<file path="src/pwdg_pkg.sv">
package pwdg_pkg;

  // ----------------------------------------------------------------
  // time base and timing
  // ----------------------------------------------------------------
  localparam int CLK_PERIOD_NS = 10;
  localparam int TIME_BASE_NS = 1000;
  // clock cycles per time-base tick
  localparam int TICK_CYC = TIME_BASE_NS / CLK_PERIOD_NS;
  localparam int CNT_W = 16;
  // timeout limits, in ticks
  localparam logic [CNT_W-1:0] MAX_TIMEOUT_TICKS = 16'h03e8;
  localparam logic [CNT_W-1:0] MIN_PROG_TICKS = 16'h0064;
  localparam logic [CNT_W-1:0] RST_PULSE_TICKS = 16'h000a;

  // ----------------------------------------------------------------
  // register map, byte offsets
  // ----------------------------------------------------------------
  localparam logic [11:0] CTRL_OFS = 12'h000;
  localparam logic [11:0] STATE_OFS = 12'h004;
  localparam logic [11:0] COUNT_OFS = 12'h008;
  localparam logic [11:0] RELOAD_OFS = 12'h00c;
  localparam logic [11:0] IRQ_STAT_OFS = 12'h010;
  localparam logic [11:0] IRQ_MASK_OFS = 12'h014;

  // ----------------------------------------------------------------
  // field positions and reset values
  // ----------------------------------------------------------------
  localparam int CTRL_SUPPRESS_BIT = 0;
  localparam int CTRL_FORCE_BIT = 1;
  localparam int EV_W = 4;
  localparam logic [1:0] CTRL_RST = 2'h0;
  localparam logic [EV_W-1:0] IRQ_MASK_RST = 4'h0;
  localparam logic [EV_W-1:0] IRQ_STAT_RST = 4'h0;
  localparam logic [2:0] SYNC_RST = 3'h0;

  // ----------------------------------------------------------------
  // watchdog states and event group
  // ----------------------------------------------------------------
  typedef enum logic [1:0] {
    PWDG_RESET,
    PWDG_LOW,
    PWDG_HIGH
  } pwdg_state_t;

  // sticky event bits, same layout in status and mask
  typedef struct packed {
    logic suppressed;
    logic programmed;
    logic stuck_high;
    logic expired;
  } pwdg_ev_t;

endpackage

</file>
<file path="src/pwdg_top.sv">
// Local design decisions: the placing of the registers and register access over APB.
`timescale 1ns/1ps
module pwdg_top
  import pwdg_pkg::*;
#(
  parameter int TICK_CYCLES = TICK_CYC,
  parameter logic [CNT_W-1:0] MAX_TICKS = MAX_TIMEOUT_TICKS
) (
  input wire logic pclk,
  input wire logic presetn,
  input wire logic psel,
  input wire logic penable,
  input wire logic pwrite,
  input wire logic [11:0] paddr,
  input wire logic [31:0] pwdata,
  output logic [31:0] prdata,
  output logic pready,
  output logic pslverr,
  input wire logic refresh_strobe,
  input wire logic timeout_suppress,
  input wire logic supply_fault,
  output logic mcu_reset_n,
  output logic irq
);

  // ----------------------------------------------------------------
  // pin synchronisers
  // ----------------------------------------------------------------
  // stage 0 catches the pin, stages 1 and 2 vote on the level
  logic [2:0] refresh_sync;
  logic [2:0] suppress_sync;
  logic [2:0] fault_sync;
  logic refresh_level;
  logic suppress_level;
  logic fault_level;

  // three flops per pin, first one feeds only the second
  always_ff @(posedge pclk or negedge presetn) begin
    if (!presetn) begin
      refresh_sync <= SYNC_RST;
      suppress_sync <= SYNC_RST;
      fault_sync <= SYNC_RST;
    end else begin
      refresh_sync <= {refresh_sync[1:0], refresh_strobe};
      suppress_sync <= {suppress_sync[1:0], timeout_suppress};
      fault_sync <= {fault_sync[1:0], supply_fault};
    end
  end

  // level follows once second and third stages agree
  // a single-cycle glitch on a pin never reaches the level
  always_ff @(posedge pclk or negedge presetn) begin
    if (!presetn) begin
      refresh_level <= 1'b0;
      suppress_level <= 1'b0;
      fault_level <= 1'b0;
    end else begin
      if (refresh_sync[1] == refresh_sync[2]) begin
        refresh_level <= refresh_sync[2];
      end
      if (suppress_sync[1] == suppress_sync[2]) begin
        suppress_level <= suppress_sync[2];
      end
      if (fault_sync[1] == fault_sync[2]) begin
        fault_level <= fault_sync[2];
      end
    end
  end

  // ----------------------------------------------------------------
  // time base
  // ----------------------------------------------------------------
  // every watchdog count below advances on this tick only
  localparam logic [CNT_W-1:0] TICK_LAST = CNT_W'(TICK_CYCLES - 1);
  logic [CNT_W-1:0] tick_cnt;
  wire tick = (tick_cnt == TICK_LAST);

  // free-running tick divider
  always_ff @(posedge pclk or negedge presetn) begin
    if (!presetn) begin
      tick_cnt <= '0;
    end else begin
      tick_cnt <= tick ? '0 : tick_cnt + 1'b1;
    end
  end

  // ----------------------------------------------------------------
  // software control
  // ----------------------------------------------------------------
  logic [1:0] ctrl;
  pwdg_ev_t irq_stat;
  pwdg_ev_t irq_mask;

  // software suppress ors with the pin, force holds the reset state
  wire sw_suppress = ctrl[CTRL_SUPPRESS_BIT];
  wire sw_force = ctrl[CTRL_FORCE_BIT];
  wire suppress = suppress_level | sw_suppress;

  // ----------------------------------------------------------------
  // watchdog core
  // ----------------------------------------------------------------
  // count and high_width run in ticks, reload_period is their limit
  pwdg_state_t state;
  logic [CNT_W-1:0] count;
  logic [CNT_W-1:0] reload_period;
  logic [CNT_W-1:0] high_width;
  logic [CNT_W-1:0] rst_cnt;
  logic programmed;
  logic refresh_prev;
  pwdg_ev_t ev;

  wire refresh_rise = refresh_level & ~refresh_prev;
  wire refresh_fall = ~refresh_level & refresh_prev;
  // limits compare the next count, so a hit lands on the tick itself
  wire expire_hit = tick && (count + 1'b1 >= reload_period);
  wire stuck_hit = tick && (high_width + 1'b1 > reload_period);
  // programming only while unprogrammed and strictly between the limits
  wire prog_ok = !programmed
    && high_width > MIN_PROG_TICKS
    && high_width < MAX_TICKS;
  // pin fault or software force keeps the block in its reset state
  wire init_req = fault_level | sw_force;

  // one-cycle events into the sticky status
  assign ev.expired = (state == PWDG_LOW) && !refresh_rise && expire_hit && !suppress;
  assign ev.stuck_high = (state == PWDG_HIGH) && refresh_level && stuck_hit && !suppress;
  assign ev.programmed = (state == PWDG_HIGH) && refresh_fall && prog_ok;
  assign ev.suppressed = suppress && (
    ((state == PWDG_LOW) && !refresh_rise && expire_hit) ||
    ((state == PWDG_HIGH) && refresh_level && stuck_hit));

  // edge tracking of the filtered refresh level
  // starts low like the idle pin, so no false rise follows reset
  always_ff @(posedge pclk or negedge presetn) begin
    if (!presetn) begin
      refresh_prev <= 1'b0;
    end else begin
      refresh_prev <= refresh_level;
    end
  end

  // main sequencer
  always_ff @(posedge pclk or negedge presetn) begin
    if (!presetn) begin
      state <= PWDG_RESET;
      count <= '0;
      // power-on reset restores the same maximum as any other reset
      reload_period <= MAX_TICKS;
      high_width <= '0;
      rst_cnt <= '0;
      programmed <= 1'b0;
    // expiry, stuck-high, fault and force all land in the reset state
    end else if (init_req || ev.expired || ev.stuck_high) begin
      state <= PWDG_RESET;
      count <= '0;
      reload_period <= MAX_TICKS;
      high_width <= '0;
      rst_cnt <= '0;
      programmed <= 1'b0;
    end else begin
      unique case (state)
        PWDG_RESET: begin
          // hold reset low for a fixed tick count
          if (tick) begin
            rst_cnt <= rst_cnt + 1'b1;
          end
          if (tick && rst_cnt + 1'b1 >= RST_PULSE_TICKS) begin
            count <= '0;
            high_width <= '0;
            state <= refresh_level ? PWDG_HIGH : PWDG_LOW;
          end
        end
        PWDG_LOW: begin
          // a refresh rise wins over an expiry on the same tick
          if (refresh_rise) begin
            count <= '0;
            high_width <= '0;
            state <= PWDG_HIGH;
          end else if (expire_hit) begin
            count <= '0; // suppressed expiry restarts the period
          end else if (tick) begin
            count <= count + 1'b1;
          end
        end
        PWDG_HIGH: begin
          // width is judged at the falling edge of the filtered level
          if (refresh_fall) begin
            if (prog_ok) begin
              reload_period <= high_width;
              programmed <= 1'b1;
            end
            count <= '0;
            state <= PWDG_LOW;
          end else if (stuck_hit) begin
            high_width <= '0; // suppressed: measure a fresh period
          end else if (tick) begin
            high_width <= high_width + 1'b1;
          end
        end
      endcase
    end
  end

  // reset output from a flop, low from power-on onward
  always_ff @(posedge pclk or negedge presetn) begin
    if (!presetn) begin
      mcu_reset_n <= 1'b0;
    end else begin
      // event terms pull the pin low on the edge that changes the state
      mcu_reset_n <= (state != PWDG_RESET) && !init_req
        && !ev.expired && !ev.stuck_high;
    end
  end

  // ----------------------------------------------------------------
  // apb slave
  // ----------------------------------------------------------------
  wire setup = psel & ~penable;
  wire access = psel & penable;
  wire wr = access & pwrite;

  // one register select per word offset, all twelve address bits decoded
  function automatic logic reg_hit(input logic [11:0] a, input logic [11:0] ofs);
    return a == ofs;
  endfunction

  wire hit_ctrl = reg_hit(paddr, CTRL_OFS);
  wire hit_state = reg_hit(paddr, STATE_OFS);
  wire hit_count = reg_hit(paddr, COUNT_OFS);
  wire hit_reload = reg_hit(paddr, RELOAD_OFS);
  wire hit_stat = reg_hit(paddr, IRQ_STAT_OFS);
  wire hit_mask = reg_hit(paddr, IRQ_MASK_OFS);
  wire mapped = hit_ctrl | hit_state | hit_count
    | hit_reload | hit_stat | hit_mask;
  wire [EV_W-1:0] clr = (wr && hit_stat) ? pwdata[EV_W-1:0] : '0;

  // zero-wait answers; unmapped addresses get an error
  assign pready = 1'b1;
  assign pslverr = access & ~mapped;

  // read mux
  // state word: suppress, refresh level, programmed, reset pin, state code
  logic [31:0] rd_mux;
  assign rd_mux =
    hit_ctrl ? {30'h0, ctrl} :
    hit_state ? {26'h0, suppress, refresh_level, programmed,
      mcu_reset_n, state} :
    hit_count ? {16'h0, count} :
    hit_reload ? {16'h0, reload_period} :
    hit_stat ? {28'h0, irq_stat} :
    hit_mask ? {28'h0, irq_mask} : 32'h0;

  // read data captured in setup, shown in access
  always_ff @(posedge pclk or negedge presetn) begin
    if (!presetn) begin
      prdata <= 32'h0;
    end else if (setup && !pwrite) begin
      prdata <= rd_mux;
    end
  end

  // control and mask writes
  // state, count and reload ignore writes without an error
  always_ff @(posedge pclk or negedge presetn) begin
    if (!presetn) begin
      ctrl <= CTRL_RST;
      irq_mask <= IRQ_MASK_RST;
    end else if (wr && hit_ctrl) begin
      ctrl <= pwdata[1:0];
    end else if (wr && hit_mask) begin
      irq_mask <= pwdata[EV_W-1:0];
    end
  end

  // ----------------------------------------------------------------
  // interrupts
  // ----------------------------------------------------------------
  // sticky status, write one to clear, new event wins
  always_ff @(posedge pclk or negedge presetn) begin
    if (!presetn) begin
      irq_stat <= IRQ_STAT_RST;
    end else begin
      irq_stat <= (irq_stat & ~clr) | ev;
    end
  end

  // level output, high while any unmasked status bit is set
  assign irq = |(irq_stat & irq_mask);

endmodule

</file>
<file path="config.mk">
export PLATFORM = sky130hd
export DESIGN_NAME = pwdg_top
export DESIGN_NICKNAME = d
export VERILOG_FILES = /design/src/pwdg_pkg.sv /design/src/pwdg_top.sv
export SDC_FILE = /design/constraint.sdc
export NUM_CORES = 1
export LEC_CHECK = 0
export BUFFER_PORTS_ARGS = -buffer_cell sky130_fd_sc_hd__buf_2
export CAP_MARGIN = 40
export CORE_UTILIZATION = 59
export CTS_CLUSTER_DIAMETER = 80
export DETAILED_ROUTE_END_ITERATION = 7
export PLACE_DENSITY_LB_ADDON = 0.3
export SLEW_MARGIN = 20
export SYNTH_ARGS = -nofsm -noshare
export SYNTH_HDL_FRONTEND = slang
export SYNTH_SLANG_ARGS = --single-unit
</file>
<file path="constraint.sdc">
create_clock -name pclk -period 5 [get_ports pclk]
set_input_delay 0.25 -clock pclk [delete_from_list [all_inputs] [get_ports pclk]]
set_output_delay 0.25 -clock pclk [all_outputs]
set_load 0.01 [all_outputs]
</file>
* After elaboration in Yosys (flattened, before gate mapping) *
Cells that the tools add are included.
Widths: inputs -> output; s select.

word-level totals
  register bits = 139
  logic and storage cells = 157

operators by class
  order comparisons = 5
  bitwise gates (word level) = 22
  mux-type cells = 38
  eq/ne operators = 17
  reduce and logical (&&, ||, !) cells = 46
  add/sub/neg operators = 4

operators with widths
  cell                   number
  $mux 16                23
  $pmux 16 s3            2
  $add 16x1->16 const B  4
  $eq 12x4->1 const B    2
  $eq 12x5->1 const B    2
  $logic_and 1x1->1      21
  $eq 16x7->1 const B    1
  $ge 16x16->1           1
  $ge 16x4->1 const B    1
  $gt 16x16->1           1
  $gt 16x7->1 const B    1
  $lt 16x10->1 const B   1
  $eq 12x3->1 const B    1
  $logic_not 12->1       1
  $mux 4                 3
  $reduce_bool 2->1      6
  $mux 2                 5
  $ne 3x2->1 const B     3
  $reduce_and 3->1       3
  $and 4x4->4            2
  $logic_not 1->1        7
  $or 1x1->1             7
  $and 1x1->1            6
  $pmux 2 s3             1
  other kinds (15)       27

* Depth between registers and ports, before layout *
  word-level depth = 10
  gate-level depth with buffers = 17
  gate-level depth less buffers = 16

* Least setup slack after synthesis *
OpenSTA, ideal clock, no wires.

  path kind = reg2reg
  start point = reg count[2]
  end point = reg count[8]
  slack = 1.348 ns
  stages on the path, launching flop included = 16
  required time = 4.907 ns
  arrival = 3.559 ns
  period minus slack after synthesis = 3.652 ns
  path buffers = 2
  cells stage by stage = dfrtp_1 -> clkbuf_1 -> and3_1 -> nand3_1 -> nor2_1 -> nand3_1 -> xnor2_1 -> ha_1 -> a211oi_1 -> nor2_1 -> or3_1 -> o32ai_1 -> nand2_1 -> or4_1 -> buf_6 -> o31ai_2

on the way
  word-level cells in the longest chain between the ends = 9

ends and longest elaborated chain
  item                                                RTL line                          source
  from (decl)                                         pwdg_top.sv:104                   logic [CNT_W-1:0] count;
  from (signal assigned)                              pwdg_top.sv:182                   count <= count + 1'b1;
  $add 16x1->16 *                                     pwdg_top.sv:115, pwdg_top.sv:182
  $ge 16x16->1                                        pwdg_top.sv:115                   wire expire_hit = tick && (count + 1'b1 >= reload_period);
  $logic_and 1x1->1                                   pwdg_top.sv:115
  $logic_and 1x1->1 (2 in series)                     pwdg_top.sv:125                   assign ev.expired = (state == PWDG_LOW) && !refresh_rise && expire_hit && !suppress;
  $logic_or 1x1->1 (2 in series)                      pwdg_top.sv:153                   end else if (init_req || ev.expired || ev.stuck_high) begin
  $ne 5x4->1 (no line), or another cell as far along  n/a
  $reduce_and 3->1 (no line)                          n/a

Mark *: on every way between the ends. The rest lies on a longest branch, timed or not. The select of a mux whose other input is x is not followed.
A chain may end at the register's enable or synchronous reset.

* Worst setup path after layout *
  start point = reg count[0]
  end point = reg count[9]

The elaborated chain is that of the path after synthesis.

==> flow_summary.toml <==
[placement]
pre_cts_ws_ps = 540
postPlaceCellArea_sq_um = 7690
hpwlAfterDp_microns = 12200
gp_congestion = 0.891
place_inst = 985
portBuffers = 42

[logic_synthesis]
synth_cell_types = 69
syn_area_per_cell_sq_um = 9.22
synthArstFlopShare = 1.00
netlist_instances = 807
syn_area_sq_um = 7440
yosysWarnings = 0
seq_area_frac_synth = 0.415
synth-seq-cells = 123
synth_ff_type = "dfrtp_1"
synth_edf_count = 0

[clocking]
tritoncts = "built"
htreeDepth = 4
clock_latency_ps = 420
cts.path.max_buffers = 2
cts_buffers = 17
cts_root_buf = "clkbuf_16"
cts.sinks = 123
cts_setup_buffers = 0
clk_pin_slew_ps = 60

[layout]
fin_area_sq_um = 8390
final-instance-count-excl-fill = 1022
nets = 934
mostFrequentLayoutCell = "dfrtp_1"
area_growth_pct = 12.8
final_cell_mix = "dfrtp_1 (117), nand2_1 (90), nor2_1 (60), nand3_1 (54), a21oi_1 (43)"
drive_gt1_frac = 0.126
antenna_cells = 0

[drt]
wl_per_cell_microns = 16.9
dr.pass1.iters = 6
drt_wl_total_microns = 17200
drc_errors = 0
drt_iter0_drc = 591
ant_nets = 0
route.vias.total = 6185
viasPerCell = 6.05

[die]
die_h_microns = 114
fp-row-count = 40
initial_core_util = 0.612
core_region_area_sq_um = 12200
io_pins = 88
dieArea_sq_um = 13100
die_w_microns = 114

[timing]
hold_violations = 0
worst_pin_slew_ps = 764
hold_slack_ps = 80.1
finalWorstSetupSlack_ps = 327
setup_viol = 0
max_freq_ghz = 0.214
final_max_slew_viol_count = 0
setup_tns_ps = 0
skew_ps = 6.74
min_period_ps = 4670
rsz0062_at_grt = "no"
timing.final.crit_share = 0.935
worst_slew_margin_rel = 0.486

[setup_path]
crit_type = "reg2reg"
worstPathArrival_ps = 5010
cp_num_buf_inv = 1
r2r_start = "count[0]$_DFFE_PN0P_"
crit_family = "simple AND/OR/NAND/NOR gates"
reg2reg_slack_ps = 330
crit_path_max_fanout = 8
crit_path_top_delay_cell = "nor2_1"
max_stage_delay_ps = 540
reg2reg_depth = 16
end_kind = "flip-flop"
start_kind = "flip-flop"
rr_endpoint = "count[9]$_DFFE_PN0P_"
path_cells = "ha_1 -> and3_1 -> nand3_1 -> inv_1 -> nand3_1 -> nor2_1 -> xor2_1 -> ha_1 -> o21ai_0 -> nor2_1 -> or3_1 -> o32ai_1 -> a21oi_1 -> nor2_1 -> nand3_1 -> a21oi_1"
required_ps = 5330

[grt]
grt_pass1_wl_microns = 29300
grt_max_degree = 66
grtUsageTotal = 0.286
antenna_found_initial = 0
grt_pass1_vias = 6103
gr-total-overflow = 0

[min_path]
whs_path_depth = 2
min_to = "irq_mask[2]$_DFFE_PN0P_"
hp-start = "pwdata[2]"
hp-class = "in2reg"

[power]
leakage_uw = 0.00386
peakVddDrop_uv = 200
power_density_nw_per_um2 = 286

[flow_run]
drv_cap = 0

[run_status]
outcome = "finished clean"
-- worst max path at each step --
stage	from	end	slack (ps)	cells past startpoint
after global placement	count[0]$_DFFE_PN0P_	count[15]$_DFFE_PN0P_	670	16
after global routing	count[0]$_DFFE_PN0P_	count[12]$_DFFE_PN0P_	9	16
after detailed placement	count[0]$_DFFE_PN0P_	count[12]$_DFFE_PN0P_	540	16
after floorplan	count[2]$_DFFE_PN0P_	count[8]$_DFFE_PN0P_	1350	15
final	count[0]$_DFFE_PN0P_	count[9]$_DFFE_PN0P_	330	16
after CTS	count[0]$_DFFE_PN0P_	count[12]$_DFFE_PN0P_	440	16
-- synthesized netlist by cell type (all sizes together), types with 5 or more instances --
cell,number,area share
or3,5,0.0042
mux2i,18,0.024
nor4,11,0.0093
inv,26,0.013
xnor2,36,0.043
nor2b,8,0.0067
ha,41,0.069
and3,24,0.020
nand3,58,0.041
and2,5,0.0042
o211ai,13,0.013
dfrtp,117,0.39
nor3,29,0.021
nor2,60,0.030
a211oi,6,0.0061
dfstp,6,0.021
o31ai,17,0.021
buf,32,0.029
clkbuf,22,0.011
mux2,7,0.011
nand4,16,0.013
a22oi,5,0.0050
a21oi,43,0.029
nand2,91,0.046
o21ai,26,0.017
xor2,27,0.032
-- cell families (layout without fill, tap and decap cells) --
family,count (synthesis),after routing,synth area share
AND/OR/NAND/NOR,330,330,0.222
AO/OA/AOI/OAI,140,140,0.126
flip-flops,123,123,0.415
buffers and inverters,80,112,0.0535
XOR/XNOR,63,63,0.0752
adder cells (fa/ha/maj),44,44,0.0730
multiplexers,25,25,0.0348
other,2,17,0.00101
-- through the flow --
stage / util / total power [uW]
after floorplan: - / 1080
after global placement: 0.632 / 1110
after detailed placement: 0.632 / 1110
after CTS: 0.687 / 2410
after global routing: 0.690 / 2470
final: 0.690 / 2400
-- worst reg2reg max path: stages, from the launching register on --
cell,delay [ps]
dfrtp_1,460
ha_1,290
and3_1,200
nand3_1,170
inv_1,120
nand3_1,250
nor2_1,240
xor2_1,220
ha_1,280
o21ai_0,170
nor2_1,80
or3_1,320
o32ai_1,530
a21oi_1,370
nor2_1,540
nand3_1,170
a21oi_1,180
-- timing repair --
action | 4_1_cts | 5_1_grt
resized for setup | 0 | 0
hold buffers | 4 | 0
endpoints found under the setup margin | 0 | 0
endpoints found under the hold margin | 61 | 0
-- state kept, by name (all words and copies together), names as in the netlist, 4 cells and up --
register	count
prdata	16
rst_cnt	16
high_width	16
irq_mask	4
irq_stat	4
tick_cnt	16
reload_period	16
count	16
-- power by group --
| part | switching, uW | internal (uW) |
|---|---|---|
| Combinational | 64.0 | 25.1 |
| Clock | 441 | 859 |
| Sequential | 6.12 | 1000 |
-- final cells by class --
cell class | count | area, sq um
flip-flops and latches | 123 | 3090
fillers | 930 | 3780
well taps | 168 | 210
repair buffers | 54 | 345
inverters | 26 | 97.6
clock buffers | 21 | 460
clock inverters | 11 | 166
multi-input cells | 619 | 4020
-- layer usage --
layer  vias up  track usage  wire [microns]
li1       2933            -               -
met1      2977        0.359            7490
met2       223        0.479            8480
met3        52       0.0561             767
met4         0        0.130             486
met5         -            0               0
Note: power is estimated with default switching activity, not from simulation.
